### config.mk
export PLATFORM = sky130hd
export DESIGN_NAME = fault_interrupt_enable_bank
export DESIGN_NICKNAME = d
export VERILOG_FILES = /design/src/core/fault_irq_pkg.sv /design/src/core/keyed_enable_field.sv /design/src/core/fault_interrupt_enable_bank.sv
export SDC_FILE = /design/constraint.sdc
export NUM_CORES = 1
export LEC_CHECK = 0
export BUFFER_PORTS_ARGS = -buffer_cell sky130_fd_sc_hd__buf_2
export CELL_PAD_IN_SITES_DETAIL_PLACEMENT = 0
export CELL_PAD_IN_SITES_GLOBAL_PLACEMENT = 2
export CORE_MARGIN = 2
export CORE_UTILIZATION = 33
export DETAILED_ROUTE_END_ITERATION = 12
export GPL_ROUTABILITY_DRIVEN = 0
export PLACE_DENSITY_LB_ADDON = 0.1
export SETUP_SLACK_MARGIN = 0.05
export SLEW_MARGIN = 5
export SYNTH_ARGS = -nofsm -noshare
export SYNTH_HDL_FRONTEND = slang
export SYNTH_SLANG_ARGS = --single-unit
### constraint.sdc
create_clock -name clock -period 4.7 [get_ports clock]
set_clock_uncertainty 0.2 [all_clocks]
set_input_delay 0.235 -clock clock [delete_from_list [all_inputs] [get_ports clock]]
set_output_delay 0.235 -clock clock [all_outputs]
set_load 0.03 [all_outputs]
### src/core/fault_irq_pkg.sv
/*
 Shared constants and types for the fault interrupt-enable bank.
 Assumes 16-bit enable registers and 17-bit status and mask registers on a 32-bit classic Wishbone bus.
*/
package fault_irq_pkg;
   // Register indices; the byte address is four times the index
   localparam logic [7:0] idx_supply_en = 8'h08;
   localparam logic [7:0] idx_boost_en = 8'h0a;
   localparam logic [7:0] idx_string_en = 8'h0c;
   localparam logic [7:0] idx_fault_status = 8'h10;
   localparam logic [7:0] idx_fault_mask = 8'h11;
   localparam logic [9:0] addr_supply_en = 10'h020;
   localparam logic [9:0] addr_boost_en = 10'h028;
   localparam logic [9:0] addr_string_en = 10'h030;
   localparam logic [9:0] addr_fault_status = 10'h040;
   localparam logic [9:0] addr_fault_mask = 10'h044;
   // Reset values
   localparam logic [15:0] rst_supply_en = 16'h2aaa;
   localparam logic [15:0] rst_boost_en = 16'ha028;
   localparam logic [15:0] rst_string_en = 16'h00aa;
   localparam logic [15:0] rst_fault_mask = 16'h0000;
   // Keyed write codes and read values
   localparam logic [1:0] code_disable = 2'h1;
   localparam logic [1:0] code_enable = 2'h3;
   localparam logic [1:0] read_enabled = 2'h2;
   localparam logic [1:0] read_disabled = 2'h0;
   // Field counts per register
   localparam int supply_fields = 7;
   localparam int boost_fields = 7;
   localparam int string_fields = 4;
   // Field base bit positions
   localparam int pos_sync_loss = 12;
   localparam int pos_pump_fault = 10;
   localparam int pos_pump_cap = 8;
   localparam int pos_input_ocp = 6;
   localparam int pos_core_uv = 4;
   localparam int pos_input_ovp = 2;
   localparam int pos_input_uv = 0;
   localparam int pos_thermal = 14;
   localparam int pos_current_set_short = 12;
   localparam int pos_string_set = 10;
   localparam int pos_mode_set = 8;
   localparam int pos_freq_set = 6;
   localparam int pos_conv_ocp = 4;
   localparam int pos_conv_ovp = 2;
   localparam int pos_global = 6;
   localparam int pos_bus_timeout = 4;
   localparam int pos_bad_string = 2;
   localparam int pos_led_fault = 0;
   // Number of fault sources
   localparam int fault_count = 17;

   // Wishbone request bundle
   typedef struct packed {
      logic cyc;
      logic stb;
      logic we;
      logic [3:0] sel;
      logic [9:0] adr;
      logic [31:0] dat;
   } wb_req_t;

   // Wishbone answer bundle
   typedef struct packed {
      logic ack;
      logic [31:0] dat;
   } wb_rsp_t;
endpackage

### src/core/keyed_enable_field.sv
/*
 One two-bit keyed interrupt-enable field.
 Assumes the parent supplies a one-cycle write strobe with the field code.
*/
`timescale 1ns/1ps
module keyed_enable_field #(
   parameter logic reset_on = 1'b1
) (
   input wire logic clock,             // System clock
   input wire logic rst_n,             // Synchronised reset, active low
   input wire logic ce,                // Clock enable
   input wire logic write_strobe,      // Field written this cycle
   input wire logic [1:0] write_code,  // Written two-bit code
   output logic enabled,               // Current state
   output logic [1:0] read_value       // Value seen on a read
);
   import fault_irq_pkg::*;

   wire logic do_enable;
   wire logic do_disable;

   assign do_enable = write_strobe && (write_code == code_enable);
   assign do_disable = write_strobe && (write_code == code_disable);

   always_ff @(posedge clock or negedge rst_n) begin
      if (!rst_n) begin
         enabled <= reset_on;
      end else if (ce && do_enable) begin
         enabled <= 1'b1;
      end else if (ce && do_disable) begin
         enabled <= 1'b0;
      end
   end

   assign read_value = enabled ? read_enabled : read_disabled;
endmodule

### src/core/fault_interrupt_enable_bank.sv
/*
 Fault interrupt-enable bank with sticky fault status and an irq line.
 Assumes a classic Wishbone master on the same clock and fault inputs
 from detectors in other clock domains or pins.
*/
`timescale 1ns/1ps
module fault_interrupt_enable_bank (
   input wire logic clock,                    // 200 MHz system clock
   input wire logic rst_n,                    // Async reset, active low
   input wire logic ce,                       // Clock enable
   input wire fault_irq_pkg::wb_req_t wb_req, // Wishbone request
   output fault_irq_pkg::wb_rsp_t wb_rsp,     // Wishbone answer
   input wire logic [16:0] fault_in,          // Raw fault levels
   output logic [16:0] fault_gated,           // Faults passing enables
   output logic irq                           // Level interrupt
);
   import fault_irq_pkg::*;

   logic rst_meta;
   logic rst_sync_n;
   logic [fault_count-1:0] sync_a;
   logic [fault_count-1:0] sync_b;
   logic [fault_count-1:0] sync_c;
   logic [fault_count-1:0] fault_level;
   logic [fault_count-1:0] fault_status;
   logic [fault_count-1:0] fault_mask;
   logic ack;
   logic [31:0] rdata;

   wire logic bus_req;
   wire logic bus_wr;
   wire logic hit_supply;
   wire logic hit_boost;
   wire logic hit_string;
   wire logic hit_status;
   wire logic hit_mask;
   wire logic wr_lo;
   wire logic wr_hi;
   wire logic [15:0] wdata;
   wire logic [supply_fields-1:0] supply_on;
   wire logic [boost_fields-1:0] boost_on;
   wire logic [string_fields-1:0] string_on;
   wire logic [15:0] supply_rd;
   wire logic [15:0] boost_rd;
   wire logic [15:0] string_rd;
   wire logic [fault_count-1:0] own_enable;
   wire logic global_on;
   wire logic [fault_count-1:0] fault_rise;
   wire logic [fault_count-1:0] clear_bits;
   wire logic [fault_count-1:0] next_status;
   wire logic [fault_count-1:0] next_gated;
   wire logic [31:0] next_rdata;
   wire logic next_irq;

   // Reset release through two flip-flops
   always_ff @(posedge clock or negedge rst_n) begin
      if (!rst_n) begin
         rst_meta <= 1'b0;
         rst_sync_n <= 1'b0;
      end else begin
         rst_meta <= 1'b1;
         rst_sync_n <= rst_meta;
      end
   end

   // Bus decode
   assign bus_req = wb_req.cyc && wb_req.stb && !ack;
   assign bus_wr = bus_req && wb_req.we && ce;
   assign hit_supply = (wb_req.adr == addr_supply_en);
   assign hit_boost = (wb_req.adr == addr_boost_en);
   assign hit_string = (wb_req.adr == addr_string_en);
   assign hit_status = (wb_req.adr == addr_fault_status);
   assign hit_mask = (wb_req.adr == addr_fault_mask);
   assign wr_lo = bus_wr && wb_req.sel[0];
   assign wr_hi = bus_wr && wb_req.sel[1];
   assign wdata = wb_req.dat[15:0];

   keyed_enable_field #(.reset_on(1'b1)) u_sync_loss (
      .clock(clock),
      .rst_n(rst_sync_n),
      .ce(ce),
      .write_strobe(wr_hi && hit_supply),
      .write_code(wdata[pos_sync_loss +: 2]),
      .enabled(supply_on[6]),
      .read_value(supply_rd[pos_sync_loss +: 2])
   );
   keyed_enable_field #(.reset_on(1'b1)) u_pump_fault (
      .clock(clock),
      .rst_n(rst_sync_n),
      .ce(ce),
      .write_strobe(wr_hi && hit_supply),
      .write_code(wdata[pos_pump_fault +: 2]),
      .enabled(supply_on[5]),
      .read_value(supply_rd[pos_pump_fault +: 2])
   );
   keyed_enable_field #(.reset_on(1'b1)) u_pump_cap (
      .clock(clock),
      .rst_n(rst_sync_n),
      .ce(ce),
      .write_strobe(wr_hi && hit_supply),
      .write_code(wdata[pos_pump_cap +: 2]),
      .enabled(supply_on[4]),
      .read_value(supply_rd[pos_pump_cap +: 2])
   );
   keyed_enable_field #(.reset_on(1'b1)) u_input_ocp (
      .clock(clock),
      .rst_n(rst_sync_n),
      .ce(ce),
      .write_strobe(wr_lo && hit_supply),
      .write_code(wdata[pos_input_ocp +: 2]),
      .enabled(supply_on[3]),
      .read_value(supply_rd[pos_input_ocp +: 2])
   );
   keyed_enable_field #(.reset_on(1'b1)) u_core_uv (
      .clock(clock),
      .rst_n(rst_sync_n),
      .ce(ce),
      .write_strobe(wr_lo && hit_supply),
      .write_code(wdata[pos_core_uv +: 2]),
      .enabled(supply_on[2]),
      .read_value(supply_rd[pos_core_uv +: 2])
   );
   keyed_enable_field #(.reset_on(1'b1)) u_input_ovp (
      .clock(clock),
      .rst_n(rst_sync_n),
      .ce(ce),
      .write_strobe(wr_lo && hit_supply),
      .write_code(wdata[pos_input_ovp +: 2]),
      .enabled(supply_on[1]),
      .read_value(supply_rd[pos_input_ovp +: 2])
   );
   keyed_enable_field #(.reset_on(1'b1)) u_input_uv (
      .clock(clock),
      .rst_n(rst_sync_n),
      .ce(ce),
      .write_strobe(wr_lo && hit_supply),
      .write_code(wdata[pos_input_uv +: 2]),
      .enabled(supply_on[0]),
      .read_value(supply_rd[pos_input_uv +: 2])
   );
   assign supply_rd[15:14] = 2'h0;

   keyed_enable_field #(.reset_on(1'b1)) u_thermal (
      .clock(clock),
      .rst_n(rst_sync_n),
      .ce(ce),
      .write_strobe(wr_hi && hit_boost),
      .write_code(wdata[pos_thermal +: 2]),
      .enabled(boost_on[6]),
      .read_value(boost_rd[pos_thermal +: 2])
   );
   keyed_enable_field #(.reset_on(1'b1)) u_current_short (
      .clock(clock),
      .rst_n(rst_sync_n),
      .ce(ce),
      .write_strobe(wr_hi && hit_boost),
      .write_code(wdata[pos_current_set_short +: 2]),
      .enabled(boost_on[5]),
      .read_value(boost_rd[pos_current_set_short +: 2])
   );
   keyed_enable_field #(.reset_on(1'b0)) u_string_set (
      .clock(clock),
      .rst_n(rst_sync_n),
      .ce(ce),
      .write_strobe(wr_hi && hit_boost),
      .write_code(wdata[pos_string_set +: 2]),
      .enabled(boost_on[4]),
      .read_value(boost_rd[pos_string_set +: 2])
   );
   keyed_enable_field #(.reset_on(1'b0)) u_mode_set (
      .clock(clock),
      .rst_n(rst_sync_n),
      .ce(ce),
      .write_strobe(wr_hi && hit_boost),
      .write_code(wdata[pos_mode_set +: 2]),
      .enabled(boost_on[3]),
      .read_value(boost_rd[pos_mode_set +: 2])
   );
   keyed_enable_field #(.reset_on(1'b0)) u_freq_set (
      .clock(clock),
      .rst_n(rst_sync_n),
      .ce(ce),
      .write_strobe(wr_lo && hit_boost),
      .write_code(wdata[pos_freq_set +: 2]),
      .enabled(boost_on[2]),
      .read_value(boost_rd[pos_freq_set +: 2])
   );
   keyed_enable_field #(.reset_on(1'b1)) u_conv_ocp (
      .clock(clock),
      .rst_n(rst_sync_n),
      .ce(ce),
      .write_strobe(wr_lo && hit_boost),
      .write_code(wdata[pos_conv_ocp +: 2]),
      .enabled(boost_on[1]),
      .read_value(boost_rd[pos_conv_ocp +: 2])
   );
   keyed_enable_field #(.reset_on(1'b1)) u_conv_ovp (
      .clock(clock),
      .rst_n(rst_sync_n),
      .ce(ce),
      .write_strobe(wr_lo && hit_boost),
      .write_code(wdata[pos_conv_ovp +: 2]),
      .enabled(boost_on[0]),
      .read_value(boost_rd[pos_conv_ovp +: 2])
   );
   assign boost_rd[1:0] = 2'h0;

   keyed_enable_field #(.reset_on(1'b1)) u_global (
      .clock(clock),
      .rst_n(rst_sync_n),
      .ce(ce),
      .write_strobe(wr_lo && hit_string),
      .write_code(wdata[pos_global +: 2]),
      .enabled(string_on[3]),
      .read_value(string_rd[pos_global +: 2])
   );
   keyed_enable_field #(.reset_on(1'b1)) u_bus_timeout (
      .clock(clock),
      .rst_n(rst_sync_n),
      .ce(ce),
      .write_strobe(wr_lo && hit_string),
      .write_code(wdata[pos_bus_timeout +: 2]),
      .enabled(string_on[2]),
      .read_value(string_rd[pos_bus_timeout +: 2])
   );
   keyed_enable_field #(.reset_on(1'b1)) u_bad_string (
      .clock(clock),
      .rst_n(rst_sync_n),
      .ce(ce),
      .write_strobe(wr_lo && hit_string),
      .write_code(wdata[pos_bad_string +: 2]),
      .enabled(string_on[1]),
      .read_value(string_rd[pos_bad_string +: 2])
   );
   keyed_enable_field #(.reset_on(1'b1)) u_led_fault (
      .clock(clock),
      .rst_n(rst_sync_n),
      .ce(ce),
      .write_strobe(wr_lo && hit_string),
      .write_code(wdata[pos_led_fault +: 2]),
      .enabled(string_on[0]),
      .read_value(string_rd[pos_led_fault +: 2])
   );
   // Upper byte of the string register is unused
   assign string_rd[15:8] = 8'h00;

   // Pin faults pass three flip-flops; b and c must agree
   always_ff @(posedge clock or negedge rst_sync_n) begin
      if (!rst_sync_n) begin
         sync_a <= '0;
         sync_b <= '0;
         sync_c <= '0;
         fault_level <= '0;
      end else if (ce) begin
         sync_a <= fault_in;
         sync_b <= sync_a;
         sync_c <= sync_b;
         fault_level <= (sync_b & sync_c) | (fault_level & (sync_b | sync_c));
      end
   end

   // Per-source enable; global field is bit 3 of string_on
   assign global_on = string_on[3];
   assign own_enable = {supply_on, boost_on, string_on[2:0]};

   assign next_gated = fault_level & own_enable & {fault_count{global_on}};

   // Sticky status: rising gated fault sets, write-one clears, set wins
   assign fault_rise = next_gated & ~fault_gated;
   assign clear_bits = (bus_wr && hit_status) ?
                       (wb_req.dat[fault_count-1:0] &
                        {{fault_count-16{wb_req.sel[2]}},
                         {8{wb_req.sel[1]}}, {8{wb_req.sel[0]}}}) : '0;
   assign next_status = (fault_status & ~clear_bits) | fault_rise;
   assign next_irq = |(next_status & fault_mask);

   // Read mux
   assign next_rdata = hit_supply ? {16'h0000, supply_rd} :
                       hit_boost ? {16'h0000, boost_rd} :
                       hit_string ? {16'h0000, string_rd} :
                       hit_status ? {15'h0000, fault_status} :
                       hit_mask ? {15'h0000, fault_mask} : 32'h0000_0000;

   // Status, mask and outputs
   always_ff @(posedge clock or negedge rst_sync_n) begin
      if (!rst_sync_n) begin
         fault_status <= '0;
         fault_mask <= {1'b0, rst_fault_mask};
         fault_gated <= '0;
         irq <= 1'b0;
      end else if (ce) begin
         fault_status <= next_status;
         if (bus_wr && hit_mask) begin
            fault_mask <= wb_req.dat[fault_count-1:0];
         end
         fault_gated <= next_gated;
         irq <= next_irq;
      end
   end

   // Single-cycle ack; unmapped reads return zero
   always_ff @(posedge clock or negedge rst_sync_n) begin
      if (!rst_sync_n) begin
         ack <= 1'b0;
         rdata <= 32'h0000_0000;
      end else if (ce) begin
         ack <= bus_req;
         rdata <= bus_req ? next_rdata : 32'h0000_0000;
      end
   end

   // Answer bundle straight from flip-flops
   assign wb_rsp.ack = ack;
   assign wb_rsp.dat = rdata;
endmodule

==> results.py <==
metrics = {
    "global_route": {
        "grt_max_degree": 82,
        "grt_use_total_pct": 19.0,
        "grt_pass1_vias": 5494,
        "antenna_found_initial": 0,
        "overflow": 0,
        "grt_pass1_wl_mm": 32.2,
    },
    "cts": {
        "clock-sinks": 158,
        "post_cts_buffers": 0,
        "cts_tree": "built",
        "cts_buffer_depth": 2,
        "clock_latency_ps": 420,
        "root_buffer": "clkbuf_16",
        "path_clk_slew_ps": 70,
        "cts_max_level": 4,
        "cts_buffers": 17,
    },
    "floorplanning": {
        "start_util_pct": 33.9,
        "die-height_um": 152,
        "fp.coreArea_mm2": 0.0212,
        "ios": 120,
        "rows": 53,
        "dieArea_mm2": 0.0230,
        "die_x_um": 152,
    },
    "pwr": {
        "swShare_pct": 25.9,
        "combPwrFrac_pct": 8.4,
        "switchingPower_mw": 0.868,
        "power.density_mw_per_mm2": 379,
        "p_leak_nw": 3.90,
        "vdd_drop_max_v": 0.000233,
        "clkPwrFrac_pct": 43.3,
        "seq_power_share_pct": 48.3,
        "p_int_mw": 2.48,
    },
    "critical_path": {
        "reg2reg_depth": 6,
        "path_cells": "and4b_1, nand3_1, o41ai_1, o21ai_0, a211oi_1, a31oi_1",
        "critPathRequiredTime_ps": 4790,
        "arrival_ps": 3030,
        "r2r-end": "irq",
        "start_kind": "register",
        "cp_max_fo": 10,
        "crit_slowest_cell": "o41ai_1",
        "slowest_delay_ps": 610,
        "endpoint_kind": "register",
        "r2r_start": "ack",
        "worstSetupPathType": "register to register",
        "reg2reg_slack_ps": 1760,
    },
    "logic_synthesis": {
        "async_reset_ff_share_pct": 100,
        "yosysUniqueCellTypes": 58,
        "synthesis.area_mm2": 0.00719,
        "seq_area_frac_synth_pct": 55.3,
        "synth_edf_count": 0,
        "yosys_warnings": 0,
        "dominantRegCellSynth": "dfrtp_1",
        "synth_cells": 665,
        "synth_seq_cells": 158,
        "synth_top_area_share_pct": 49.8,
        "avgSynthCellArea_um2": 10.8,
        "yosysTopAreaCell": "dfrtp_1",
        "synthTopCellsByArea": "dfrtp_1 50%, mux2_2 9.2%, o21ai_0 6.1%, dfstp_2 5.5%, nand2_1 3.4%",
    },
    "placement": {
        "post-dp-hpwl_mm": 14.5,
        "port_buffers": 88,
        "placed_cell_area_mm2": 0.00785,
    },
    "min_path": {
        "min_path_type": "input pin to register",
        "hold_depth": 4,
        "min_from": "wb_req[44]",
        "holdPathEnd": "fault_status[16]",
    },
    "route": {
        "dr_total_vias": 5561,
        "wl_per_cell_um": 19.4,
        "drc": 0,
        "avgViaCountPerCell": 5.17,
        "ant_nets": 0,
        "wirelength_mm": 20.9,
        "first_pass_iters": 5,
        "drtIter0Drc": 294,
    },
    "sta": {
        "setup_viol": 0,
        "fin_crit_ps": 2940,
        "rsz0062_at_grt": "false",
        "max_slew_margin_pct": 28.3,
        "fin_crit_sh_pct": 62.6,
        "fmax_mhz": 340,
        "hold_violations": 0,
        "worst_pin_slew_ps": 1070,
        "finalSetupTns_ps": 0,
        "timing.final.max_slew_violations": 0,
    },
    "outcome": {
        "outcome": "completed",
    },
    "cells_and_area": {
        "final_cell_mix": "142 x dfrtp_1, 88 x o21ai_0, 87 x buf_2",
        "nets": 856,
        "multi_input_area_mm2": 0.00289,
        "design_area_mm2": 0.00883,
        "final_common_cell": "dfrtp_1",
        "synthToLayoutAreaGrowth_pct": 22.9,
        "antenna_cells": 0,
        "fillCellCount": 2107,
        "regArea_mm2": 0.00398,
        "drive_above_1_share_pct": 26.1,
    },
    "job": {
        "cap_violations": 0,
    },
}
critical path: cells and delay by family (launching register included):
kind,cells,cell delay [ps]
DFF,1,400
and+or+nand+nor,2,970
AOI/OAI and AO/OA,4,1230
what timing repair did:
item                                   in CTS  in global routing
endpoints found under the hold margin      68                  0
hold buffers                               37                  0
gates resized for setup                     0                  0
through the flow:
| stage | total power, mW | setup WS, ps | hold slack (ps) | std cells | util, % |
|---|---|---|---|---|---|
| finish | 3.35 | 1760 | 63.1 | 1075 | 41.6 |
| global route | 3.51 | 1510 | 74.8 | 1075 | 41.6 |
| CTS | 3.39 | 1660 | 50.8 | 1075 | 41.6 |
| detailed placement | 1.90 | 1420 | -180 | 1006 | 37.0 |
| global placement | 1.88 | 1430 | -180 | 1006 | 37.0 |
| floorplan | 1.78 | 1900 | -261 | 679 | - |
flip-flops by register name, indices dropped and copies added (netlist names), 17 cells and up:
name          cells
sync_b           17
fault_gated      17
fault_level      17
rdata            17
fault_mask       17
sync_a           17
sync_c           17
fault_status     17
final cells by class:
| cell class | count | share of cell area, % |
|---|---|---|
| inverters | 31 | 1.32 |
| repair buffers | 135 | 10.1 |
| well taps | 275 | 3.89 |
| clock buffers | 21 | 5.21 |
| flip-flops and latches | 158 | 45.0 |
| clock inverters | 11 | 1.77 |
| multi-input cells | 444 | 32.7 |
kinds of logic (layout without fill, tap and decap cells):
logic type	Yosys count	in the layout	share of synthesized area [%]
AOI/OAI and AO/OA	189	189	16.3
other	2	16	0.104
buffers and inverters	77	198	5.22
DFF	158	158	55.3
muxes	71	71	11.1
and+or+nand+nor	168	168	12.0
synthesized netlist by cell type, types with 4 or more instances:
library cell  number
dfstp_2           15
a21oi_1           23
buf_4             17
nor3_1            16
nand2_1           65
a22o_1             5
o22ai_1           10
or3_1              4
nor4_1            11
clkbuf_1          23
inv_1             29
mux2_2            59
mux2_1            10
nor2_1            23
dfrtp_1          143
nand2b_1           5
o2bb2ai_1         25
a22oi_1           11
a21o_1             4
nand3_1           17
o21ai_0           88
worst max-delay path by stage:
stage | startpoint | to | slack (ps) | cells past startpoint
2_1_floorplan | rst_sync_n | ack | 1900 | 0
6_report | ack | irq | 1760 | 6
3_5_place_dp | wb_req[36] | fault_mask[5] | 1420 | 7
4_1_cts | ack | irq | 1660 | 6
3_3_place_gp | wb_req[36] | fault_mask[5] | 1430 | 7
5_1_grt | ack | irq | 1510 | 6
power by group through the flow:
| stage | clock network [mW] | logic, mW | registers [mW] |
|---|---|---|---|
| 3_3_place_gp | 0 | 0.249 | 1.63 |
| 5_1_grt | 1.55 | 0.325 | 1.64 |
| 6_report | 1.45 | 0.282 | 1.62 |
| 2_1_floorplan | 0 | 0.186 | 1.59 |
| 3_5_place_dp | 0 | 0.263 | 1.64 |
| 4_1_cts | 1.49 | 0.287 | 1.62 |
layer usage:
layer,share of wire (%),track usage (%),vias up
met1,45,25.1,2760
li1,-,-,2637
met4,2.1,6.53,0
met2,48,31.5,138
met5,0,0,-
met3,4.3,3.59,26
Note: power is estimated with default switching activity, not from simulation.
